## src/hw/gsc_defines.vh

```
// constants for the generator start/stop and alarm controller
// assumes a 100 MHz sys_clk; all timing is derived from it
`ifndef GSC_DEFINES_VH
`define GSC_DEFINES_VH
`define GSC_CLK_HZ 100000000
`define GSC_CRANK_SEC 15
`define GSC_REST_SEC 15
`define GSC_CRANK_TRIES 4
`define GSC_COOL_MAX_MIN 10
`define GSC_SEC_PER_TENTH_HR 360
// apb register byte addresses
`define GSC_ADDR_CTRL 12'h000
`define GSC_ADDR_STATUS 12'h004
`define GSC_ADDR_SHUT 12'h008
`define GSC_ADDR_PRE 12'h00C
`define GSC_ADDR_HOURS 12'h010
// ctrl register fields
`define GSC_CTRL_COOL_LSB 0
`define GSC_CTRL_COOL_W 4
`define GSC_CTRL_RESET_BIT 8
`define GSC_CTRL_ACK_BIT 9
`define GSC_CTRL_RESET_VAL 32'h00000005
// shutdown fault bit positions
`define GSC_SD_HOT 0
`define GSC_SD_OILP 1
`define GSC_SD_OSPD 2
`define GSC_SD_OCRANK 3
`define GSC_SD_NOCRANK 4
`define GSC_SD_VOLT 5
`define GSC_SD_FREQ 6
`define GSC_SD_ESTOP 7
`define GSC_SD_LOWLVL 8
`define GSC_SD_N 9
// pre-alarm bit positions
`define GSC_PA_COLD 0
`define GSC_PA_OILW 1
`define GSC_PA_HOTW 2
`define GSC_PA_NOAUTO 3
`define GSC_PA_BATT 4
`define GSC_PA_CHG 5
`define GSC_PA_BRK 6
`define GSC_PA_FUEL 7
`define GSC_PA_N 8
`endif

```

## src/hw/gsc_ctrl.v

```verilog
// generator start/stop sequencer, shutdown lockout and alarm logic
// assumes all inputs synchronous to sys_clk; apb slave for settings and status
`timescale 1ns/1ps
`include "gsc_defines.vh"
module gsc_ctrl #(
  parameter integer CLK_HZ = `GSC_CLK_HZ,
  parameter integer CRANK_TRIES = `GSC_CRANK_TRIES
) (
  // clock and reset
  input wire sys_clk,
  input wire rst,
  // apb slave
  input wire psel,
  input wire penable,
  input wire pwrite,
  input wire [11:0] paddr,
  input wire [31:0] pwdata,
  output wire pready,
  output reg [31:0] prdata,
  output wire pslverr,
  // selector and operator inputs
  input wire sel_run,
  input wire sel_stop,
  input wire sel_auto,
  input wire remote_start,
  input wire estop_local,
  input wire estop_remote,
  input wire alarm_ack,
  input wire fault_reset,
  input wire lamp_test,
  // engine sensors
  input wire engine_started,
  input wire crank_detect,
  input wire hot_coolant,
  input wire low_oil,
  input wire overspeed,
  input wire volt_bad,
  input wire freq_bad,
  input wire low_level,
  input wire cold_coolant,
  input wire oil_warn,
  input wire hot_warn,
  input wire batt_bad,
  input wire charger_alarm,
  input wire breaker_trip,
  input wire fuel_alarm,
  // engine outputs
  output reg fuel_on,
  output reg starter_on,
  output reg [2:0] run_no,
  output reg [2:0] run_nc,
  // alarm outputs and running-hours count
  output reg horn,
  output reg pre_no,
  output reg pre_nc,
  output reg sd_no,
  output reg sd_nc,
  output reg [`GSC_SD_N-1:0] sd_lamp,
  output reg [`GSC_PA_N-1:0] pre_lamp,
  output reg lockout,
  output reg [15:0] hours_tenths
);
  localparam integer COOL_MAX_SEC = `GSC_COOL_MAX_MIN * 60;
  localparam [31:0] CTRL_RST = `GSC_CTRL_RESET_VAL;
  localparam [31:0] COOL_LIMIT = `GSC_COOL_MAX_MIN;
  localparam [5:0] S_IDLE = 6'h01;
  localparam [5:0] S_CRANK = 6'h02;
  localparam [5:0] S_REST = 6'h04;
  localparam [5:0] S_RUN = 6'h08;
  localparam [5:0] S_COOL = 6'h10;
  localparam [5:0] S_FAIL = 6'h20;

  wire sec;
  reg [5:0] state;
  reg [9:0] sec_cnt;
  reg [2:0] tries;
  reg [`GSC_CTRL_COOL_W-1:0] cool_min;
  reg [`GSC_SD_N-1:0] sd_latch;
  reg [`GSC_PA_N-1:0] pa_latch;
  reg [8:0] hr_sec;
  reg ocrank_ev;
  reg nocrank_ev;
  reg sw_reset;
  reg sw_ack;
  wire [`GSC_SD_N-1:0] sd_now;
  wire [`GSC_PA_N-1:0] pa_now;
  wire estop;
  wire demand;
  wire apb_wr;

  gsc_tick #(.DIV(CLK_HZ)) u_tick (
    .sys_clk(sys_clk),
    .rst(rst),
    .tick(sec)
  );

  assign estop = estop_local | estop_remote;
  // live shutdown conditions
  assign sd_now = {low_level, estop, freq_bad, volt_bad, nocrank_ev, ocrank_ev,
                   overspeed, low_oil, hot_coolant};
  // live pre-alarm conditions, remote contacts separate
  assign pa_now = {fuel_alarm, breaker_trip, charger_alarm, batt_bad, ~sel_auto,
                   hot_warn, oil_warn, cold_coolant};
  // start demand by selector position
  assign demand = ~sel_stop & (sel_run | (sel_auto & remote_start));
  assign apb_wr = psel & penable & pwrite;
  assign pready = 1'b1;
  assign pslverr = 1'b0;

  function [9:0] to_sec(input integer s);
    to_sec = s[9:0] - 10'h001;
  endfunction

  // sequencer
  always @(posedge sys_clk or posedge rst)
  begin
    if (rst)
    begin
      state <= S_IDLE;
      sec_cnt <= 10'h000;
      tries <= 3'h0;
      ocrank_ev <= 1'b0;
      nocrank_ev <= 1'b0;
    end
    else
    begin
      ocrank_ev <= 1'b0;
      nocrank_ev <= 1'b0;
      if (estop || lockout || (|sd_now) || sel_stop)
      begin
        state <= S_IDLE;
        sec_cnt <= 10'h000;
      end
      else
      begin
        case (state)
          S_IDLE:
            if (demand)
            begin
              state <= S_CRANK;
              tries <= 3'h1;
              sec_cnt <= to_sec(`GSC_CRANK_SEC);
            end
          S_CRANK:
          begin
            if (engine_started)
              state <= S_RUN;
            else if (!demand)
              state <= S_IDLE;
            else if (sec)
            begin
              if (sec_cnt == 10'h000)
              begin
                if (!crank_detect)
                  nocrank_ev <= 1'b1;
                if (tries == CRANK_TRIES[2:0])
                begin
                  state <= S_FAIL;
                  ocrank_ev <= 1'b1;
                end
                else
                begin
                  state <= S_REST;
                  sec_cnt <= to_sec(`GSC_REST_SEC);
                end
              end
              else
                sec_cnt <= sec_cnt - 10'h001;
            end
          end
          S_REST:
          begin
            if (!demand)
              state <= S_IDLE;
            else if (sec)
            begin
              if (sec_cnt == 10'h000)
              begin
                state <= S_CRANK;
                tries <= tries + 3'h1;
                sec_cnt <= to_sec(`GSC_CRANK_SEC);
              end
              else
                sec_cnt <= sec_cnt - 10'h001;
            end
          end
          S_RUN:
            if (!demand)
            begin
              if (sel_auto && cool_min != {`GSC_CTRL_COOL_W{1'b0}})
              begin
                state <= S_COOL;
                sec_cnt <= 10'h000;
              end
              else
                state <= S_IDLE;
            end
          S_COOL:
          begin
            if (demand)
              state <= S_RUN;
            else if (sec)
            begin
              if (sec_cnt + 10'h001 >= {cool_min, 6'h00} - {cool_min, 2'h0}
                  || sec_cnt == COOL_MAX_SEC[9:0])
                state <= S_IDLE;
              else
                sec_cnt <= sec_cnt + 10'h001;
            end
          end
          S_FAIL:
            state <= S_IDLE;
          default:
            state <= S_IDLE;
        endcase
      end
    end
  end

  // shutdown/pre-alarm latching, horn, lockout
  always @(posedge sys_clk or posedge rst)
  begin
    if (rst)
    begin
      sd_latch <= {`GSC_SD_N{1'b0}};
      pa_latch <= {`GSC_PA_N{1'b0}};
      lockout <= 1'b0;
      horn <= 1'b0;
    end
    else
    begin
      if (fault_reset || sw_reset)
      begin
        sd_latch <= sd_now;
        lockout <= |sd_now;
      end
      else
      begin
        sd_latch <= sd_latch | sd_now;
        lockout <= lockout | (|sd_now);
      end
      if (alarm_ack || sw_ack)
        pa_latch <= pa_now;
      else
        pa_latch <= pa_latch | pa_now;
      // new event beats acknowledge in the same cycle
      if ((|(sd_now & ~sd_latch)) || (|(pa_now & ~pa_latch)))
        horn <= 1'b1;
      else if (alarm_ack || sw_ack)
        horn <= 1'b0;
    end
  end

  // indicator and contact outputs
  always @(posedge sys_clk or posedge rst)
  begin
    if (rst)
    begin
      fuel_on <= 1'b0;
      starter_on <= 1'b0;
      run_no <= 3'h0;
      run_nc <= 3'h7;
      sd_lamp <= {`GSC_SD_N{1'b0}};
      pre_lamp <= {`GSC_PA_N{1'b0}};
      pre_no <= 1'b0;
      pre_nc <= 1'b1;
      sd_no <= 1'b0;
      sd_nc <= 1'b1;
    end
    else
    begin
      fuel_on <= ~estop & (state == S_CRANK || state == S_RUN || state == S_COOL);
      starter_on <= ~estop & (state == S_CRANK) & ~engine_started;
      run_no <= {3{state != S_IDLE && state != S_FAIL}};
      run_nc <= {3{state == S_IDLE || state == S_FAIL}};
      sd_lamp <= lamp_test ? {`GSC_SD_N{1'b1}} : (sd_latch | sd_now);
      pre_lamp <= lamp_test ? {`GSC_PA_N{1'b1}} : pa_now;
      pre_no <= |pa_latch;
      pre_nc <= ~(|pa_latch);
      sd_no <= |sd_latch;
      sd_nc <= ~(|sd_latch);
    end
  end

  // running-hours meter
  always @(posedge sys_clk or posedge rst)
  begin
    if (rst)
    begin
      hr_sec <= 9'h000;
      hours_tenths <= 16'h0000;
    end
    else if (sec && (state == S_RUN || state == S_COOL))
    begin
      if (hr_sec == `GSC_SEC_PER_TENTH_HR - 1)
      begin
        hr_sec <= 9'h000;
        hours_tenths <= hours_tenths + 16'h0001;
      end
      else
        hr_sec <= hr_sec + 9'h001;
    end
  end

  // apb writes; reset and ack bits are self-clearing pulses
  always @(posedge sys_clk or posedge rst)
  begin
    if (rst)
    begin
      cool_min <= CTRL_RST[`GSC_CTRL_COOL_W-1:0];
      sw_reset <= 1'b0;
      sw_ack <= 1'b0;
    end
    else
    begin
      sw_reset <= 1'b0;
      sw_ack <= 1'b0;
      if (apb_wr && paddr == `GSC_ADDR_CTRL)
      begin
        if (pwdata[`GSC_CTRL_COOL_LSB+:`GSC_CTRL_COOL_W] > `GSC_COOL_MAX_MIN)
          cool_min <= COOL_LIMIT[`GSC_CTRL_COOL_W-1:0];
        else
          cool_min <= pwdata[`GSC_CTRL_COOL_LSB+:`GSC_CTRL_COOL_W];
        sw_reset <= pwdata[`GSC_CTRL_RESET_BIT];
        sw_ack <= pwdata[`GSC_CTRL_ACK_BIT];
      end
    end
  end

  // apb read mux
  always @*
  begin
    if (paddr == `GSC_ADDR_CTRL)
      prdata = {28'h0000000, cool_min};
    else if (paddr == `GSC_ADDR_STATUS)
      prdata = {22'h000000, horn, lockout, tries, state[5:1]};
    else if (paddr == `GSC_ADDR_SHUT)
      prdata = {23'h000000, sd_latch};
    else if (paddr == `GSC_ADDR_PRE)
      prdata = {24'h000000, pa_latch};
    else if (paddr == `GSC_ADDR_HOURS)
      prdata = {16'h0000, hours_tenths};
    else
      prdata = 32'h00000000;
  end
endmodule // gsc_ctrl

```

## src/hw/gsc_tick.v

```verilog
// one-cycle enable pulse every DIV clocks
// assumes a free-running sys_clk
`timescale 1ns/1ps
module gsc_tick #(
  parameter integer DIV = 100000000
) (
  // clock and reset
  input wire sys_clk,
  input wire rst,
  // output
  output reg tick
);
  reg [31:0] cnt;
  always @(posedge sys_clk or posedge rst)
  begin
    if (rst)
    begin
      cnt <= 32'h00000000;
      tick <= 1'b0;
    end
    else if (cnt == DIV - 1)
    begin
      cnt <= 32'h00000000;
      tick <= 1'b1;
    end
    else
    begin
      cnt <= cnt + 32'h00000001;
      tick <= 1'b0;
    end
  end
endmodule // gsc_tick

```

## config.mk

```make
export PLATFORM = sky130hd
export DESIGN_NAME = gsc_ctrl
export DESIGN_NICKNAME = d
export VERILOG_FILES = /design/src/hw/gsc_ctrl.v /design/src/hw/gsc_tick.v
export VERILOG_INCLUDE_DIRS = /design/src /design/src/hw
export SDC_FILE = /design/constraint.sdc
export NUM_CORES = 1
export LEC_CHECK = 0
export BUFFER_PORTS_ARGS = -buffer_cell sky130_fd_sc_hd__buf_2
export CELL_PAD_IN_SITES_DETAIL_PLACEMENT = 0
export CELL_PAD_IN_SITES_GLOBAL_PLACEMENT = 1
export CORE_ASPECT_RATIO = 1.1
export CORE_MARGIN = 2
export CORE_UTILIZATION = 40
export CTS_BUF_LIST = sky130_fd_sc_hd__clkbuf_4 sky130_fd_sc_hd__clkbuf_8
export DETAILED_ROUTE_END_ITERATION = 10
export GPL_TIMING_DRIVEN = 1
export PLACE_DENSITY = 0.86
export SLEW_MARGIN = 20
export SYNTH_ARGS = -nofsm -noshare
export SYNTH_HDL_FRONTEND = slang
export SYNTH_HIERARCHICAL = 1
export SYNTH_SLANG_ARGS = --single-unit
```

## constraint.sdc

```tcl
create_clock -name sys_clk -period 8.3 [get_ports sys_clk]
set_input_delay 1.245 -clock sys_clk [delete_from_list [all_inputs] [get_ports sys_clk]]
set_output_delay 1.245 -clock sys_clk [all_outputs]
set_load 0.005 [all_outputs]
```

Yosys cells after proc, flatten, opt, wreduce, memory -nomap -nowiden
Index checks and enable logic that the tools add are counted.
{"block": "op_classes", "addsub": 7, "n_lt_le_gt_ge": 2, "eq_ne": 38, "n_mux": 69, "bitwise_logic": 23, "n_reduce_logical": 30}
{"operator": "two-way mux 10 bit", "count": 15}
{"operator": "two-way mux 6 bit", "count": 14}
{"operator": "two-way mux 16 bit", "count": 5}
{"operator": "case mux 10 bit (5 select lines)", "count": 1}
{"operator": "adder 32 x 1 -> 32 bit (second input constant)", "count": 1}
{"operator": "== test 32 x 27 -> 1 bit (second input constant)", "count": 1}
{"operator": "two-way mux 32 bit", "count": 1}
{"operator": "case mux 6 bit (5 select lines)", "count": 1}
{"operator": "two-way mux 9 bit", "count": 3}
{"operator": "OR reduction 9 bit", "count": 3}
{"operator": "== test 12 x 4 -> 1 bit (second input constant)", "count": 2}
{"operator": "inequality test 3 bit (second input constant)", "count": 8}
{"operator": "two-way mux 1 bit", "count": 20}
{"operator": "adder 16 x 1 -> 16 bit (second input constant)", "count": 1}
{"operator": "two-way mux 8 bit", "count": 2}
{"operator": "OR reduction 8 bit", "count": 2}
{"operator": "AND reduction 13 bit", "count": 1}
{"operator": "== test 12 x 3 -> 1 bit (second input constant)", "count": 1}
{"operator": "== test 12 x 5 -> 1 bit (second input constant)", "count": 1}
{"operator": "zero test 12 bit", "count": 1}
{"operator": "two-way mux 3 bit", "count": 4}
{"operator": "inequality test 4 bit (second input constant)", "count": 3}
{"operator": "logical OR 1 bit", "count": 11}
{"operator": "adder 10 x 1 -> 10 bit (second input constant)", "count": 1}
{"operator": "other kinds (43)", "count": 66}
{"block": "word_totals", "register_bits": 129, "inputBits": 73, "output_inout_bits": 81, "word_cells": 195}

Depth between registers and ports, before layout
{"block": "logic_depth", "depth_word": 8, "mapped_depth": 12, "ltp_nobuf": 11}

By module
Netlist, hierarchy kept.
{"module": "gsc_ctrl", "instances": 1, "cells_per_inst": 618, "area_per_inst_um2": 5614.1, "seq_area_each_um2": 2409.8}
{"module": "gsc_tick", "instances": 1, "cells_per_inst": 191, "area_per_inst_um2": 1879.3, "seq_area_each_um2": 825.8}

Worst setup path after synthesis
No wires, ideal clock.
{"block": "synth_path", "path_kind": "input port to output port", "from": "input paddr[7]", "to": "output prdata[1]", "arrival_time_ns": 2.627, "required_time_ns": 7.055, "setup_slack_ns": 4.428, "cell_stages": 5, "path_buffers": 0, "cell_sequence": "nor4_1 nand3_1 nor4b_2 a221oi_1 mux2i_1"}
{"block": "synth_between", "elab_chain_len": 6, "word_cells_on_any_way": 10, "cone_classes": "eq/ne (4); mux (5); reduce/logical (1)"}
{"element": "from (decl)", "line": "gsc_ctrl.v:16", "text": "input wire [11:0] paddr,"}
{"element": "== test 12 x 5 -> 1 bit (no line)"}
{"element": "two-way mux 16 bit", "line": "gsc_ctrl.v:341", "text": "else if (paddr == `GSC_ADDR_HOURS)"}
{"element": "two-way mux 16 bit", "line": "gsc_ctrl.v:339", "text": "else if (paddr == `GSC_ADDR_PRE)"}
{"element": "two-way mux 16 bit", "line": "gsc_ctrl.v:337", "text": "else if (paddr == `GSC_ADDR_SHUT)"}
{"element": "two-way mux 16 bit", "line": "gsc_ctrl.v:335", "text": "else if (paddr == `GSC_ADDR_STATUS)"}
{"element": "two-way mux 16 bit (*)", "line": "gsc_ctrl.v:333", "text": "if (paddr == `GSC_ADDR_CTRL)"}
{"element": "to (decl)", "line": "gsc_ctrl.v:19", "text": "output reg [31:0] prdata,"}
Every way passes the cells marked *; elsewhere a longest branch is shown, timed or not.

Final worst setup path
Same ends and word-level chain as after synthesis.

==> results.json <==
{
  "outcome": "complete, no violations",
  "r2r-start": "cool_min[0]",
  "routed_via_density": 5.39,
  "finalHoldViolations": 0,
  "tightest_slew_ns": 0.890,
  "fillCellCount": 1730,
  "rows": 52,
  "ys_async_sr_fraction": 1.00,
  "grtUsageTotal": 0.196,
  "crit_path_max_fanout": 10,
  "yosys.cell_count.top_type": "dfrtp_1",
  "worst_r2r_path_depth": 10,
  "synth_edf_count": 0,
  "first_global_vias": 6090,
  "hold_path_startpoint": "hours_tenths[15]",
  "r2r_setup_slack_ns": 4.90,
  "drv_cap": 0,
  "holdCritPathClass": "reg2reg",
  "routed_wl_mm": 18.8,
  "numClockSinks": 129,
  "root_buffer": "clkbuf_8",
  "whs_endpoint": "hours_tenths[15]",
  "die-area_um2": 19800,
  "critPathTopFamily": "simple AND/OR/NAND/NOR gates",
  "portBuffers": 109,
  "yosysTopAreaCell": "dfrtp_1",
  "clk_pin_slew_ns": 0.09,
  "die-height_um": 148,
  "seqPwrFrac": 0.505,
  "dr.pass1.iters": 5,
  "synth_area_per_cell_um2": 9.26,
  "crit_type": "in2out",
  "required_ns": 7.05,
  "synth_top_area_frac": 0.411,
  "drive_gt1_frac": 0.207,
  "cts_tree": "done",
  "dp_hpwl_mm": 13.9,
  "relSlewSlack": 0.405,
  "ys.warnings.count": 6,
  "switchingPower_mw": 0.332,
  "r2r-end": "sec_cnt[9]",
  "leakage_nw": 3.93,
  "endpoint_kind": "output pin",
  "yosysUniqueCellTypes": 78,
  "multiInputGateArea_um2": 3870,
  "fin_nets": 994,
  "start_kind": "input port",
  "setup_tns_ns": 0,
  "fin_crit_ns": 4.67,
  "vias": 6258,
  "cpMostUsedCell": "buf_2",
  "rsz0062_at_grt": "no",
  "num_antenna_cells": 0,
  "p_int_mw": 0.943,
  "final.setup_skew_ns": 0.0129,
  "synth_cells": 809,
  "p_sw_frac": 0.260,
  "comb_power_share": 0.053,
  "clk-insertion-delay-late_ns": 0.46,
  "clockBufferDepth": 2,
  "synth_common_cells": "dfrtp_1 (123), nand2_1 (90), nor2_1 (58)",
  "dp_slack_ns": 3.63,
  "avgRoutedWirePerCell_um": 16.2,
  "cp_cell_sequence": "buf_2 > nor4_1 > nand3_1 > nor4b_2 > a221oi_1 > mux2i_1 > buf_2",
  "synthTopCellsByArea": "dfrtp_1 (41%), nand2_1 (4.5%), xnor2_1 (3.4%)",
  "setup_viol": 0,
  "regArea_um2": 3240,
  "fin_crit_sh": 0.562,
  "gp_congestion": 0.870,
  "syn_area_um2": 7490,
  "postCtsSetupBuffers": 0,
  "ys_seq_area_frac": 0.432,
  "worstPathArrival_ns": 3.42,
  "min_path_cells": 1,
  "overflow": 0,
  "crit_buf_inv": 2,
  "crit_path_top_delay_cell": "nor4b_2",
  "pin_count": 154,
  "drc_errors": 0,
  "postRouteAntennaNets": 0,
  "synth_ff_type": "dfrtp_1",
  "syn_to_final_growth_pct": 13.9,
  "peakVddDrop_mv": 0.0935,
  "cts_made_buffers": 17,
  "start_util": 0.407,
  "coreArea_um2": 18400,
  "die_x_um": 135,
  "worst_slack_ns": 3.63,
  "antenna_found_initial": 0,
  "grt_max_degree": 69,
  "ys_ff_latch": 129,
  "ctsHoldBuffers": 0,
  "dr.first_iter.drc_count": 492,
  "pwr-share-clk": 0.442,
  "powerDensity_nw_per_um2": 149,
  "htreeDepth": 4,
  "grt_first_pass_wirelength_mm": 30.8,
  "slew_viol_final": 0,
  "max_freq_mhz": 214,
  "max_stage_delay_ns": 0.82,
  "ctsResizeCount": 0
}
==> logic make-up (layout without fill, tap and decap cells) <==
group,count (synthesis),after routing,synth area share
AOI/OAI and AO/OA,145,145,0.131
and+or+nand+nor,355,355,0.262
xor gates and xnor gates,55,55,0.0643
buffers and inverters,90,182,0.0596
muxes,16,16,0.0219
adders and majority gates,17,17,0.0284
DFF,129,129,0.432
other,2,18,0.00100
==> worst max path at each step <==
stage / start / cells past startpoint / endpoint
after floorplan: paddr[7] / 5 / prdata[1]
after global placement: paddr[7] / 7 / prdata[1]
after detailed placement: paddr[7] / 7 / prdata[1]
after CTS: paddr[7] / 7 / prdata[1]
after global routing: paddr[7] / 7 / prdata[1]
final: paddr[7] / 7 / prdata[1]
==> power groups by stage <==
stage	clock [mW]	sequential [mW]	combinational [mW]
6_report	0.563	0.644	0.0675
3_5_place_dp	0	0.656	0.0688
4_1_cts	0.577	0.644	0.0689
2_1_floorplan	0	0.655	0.0432
3_3_place_gp	0	0.656	0.0681
5_1_grt	0.604	0.645	0.0764
==> cell usage in the layout, fill, tap and decap left out, types with 12 or more instances in the layout <==
cell,count
nand4_1,19
mux2i_1,13
ha_1,17
or3_1,19
nor4_1,16
nor3_1,23
xor2_1,26
nand3_1,33
o21ai_0,36
nor2_1,58
and2_1,13
or2_2,12
xnor2_1,29
clkbuf_8,17
buf_2,109
inv_1,37
a21oi_1,28
conb_1,18
nand2_1,90
dfrtp_1,123
==> cell type report <==
class	count	area share
Inverter	38	0.0170
Sequential cell	129	0.379
Tap cell	243	0.0356
Multi-Input combinational cell	606	0.454
Clock inverter	14	0.0199
Clock buffer	18	0.0283
Timing Repair Buffer	112	0.0665
==> sequential cells by signal, indices dropped and copies added (netlist names), 3 cells and up <==
| signal | flops |
|---|---|
| sd_lamp | 9 |
| sd_latch | 9 |
| state | 6 |
| u_tick/cnt | 32 |
| tries | 3 |
| pre_lamp | 8 |
| sec_cnt | 10 |
| cool_min | 4 |
| hr_sec | 9 |
| hours_tenths | 16 |
| pa_latch | 8 |
==> worst register-to-register path, stage by stage, from the launching register on <==
cell and delay (ns):
dfstp_2 0.65, inv_1 0.09, ha_1 0.27, mux2_2 0.30, ha_1 0.20, a211oi_1 0.22
nor2_1 0.14, or4_1 0.51, o21ai_1 0.46, nand2_1 0.28, mux2i_1 0.18
==> metal layers <==
layer,track usage,vias to the layer above,wire length (um)
met3,0.0453,33,988
met5,0,-,0
met2,0.326,183,8970
met4,0.0789,0,464
met1,0.246,2974,8350
li1,-,3068,-
==> through the flow <==
stage	instance area [um^2]	instances	utilization	total power [mW]	hold WS [ns]
6_report	8540	1160	0.464	1.27	0.506
5_1_grt	8540	1160	0.464	1.33	0.526
4_1_cts	8540	1160	0.464	1.29	0.509
3_5_place_dp	8120	1128	0.441	0.725	0.496
3_3_place_gp	8120	1128	0.441	0.724	0.474
2_1_floorplan	7550	825	-	0.698	0.455
Power figures use the tool's default switching activity.
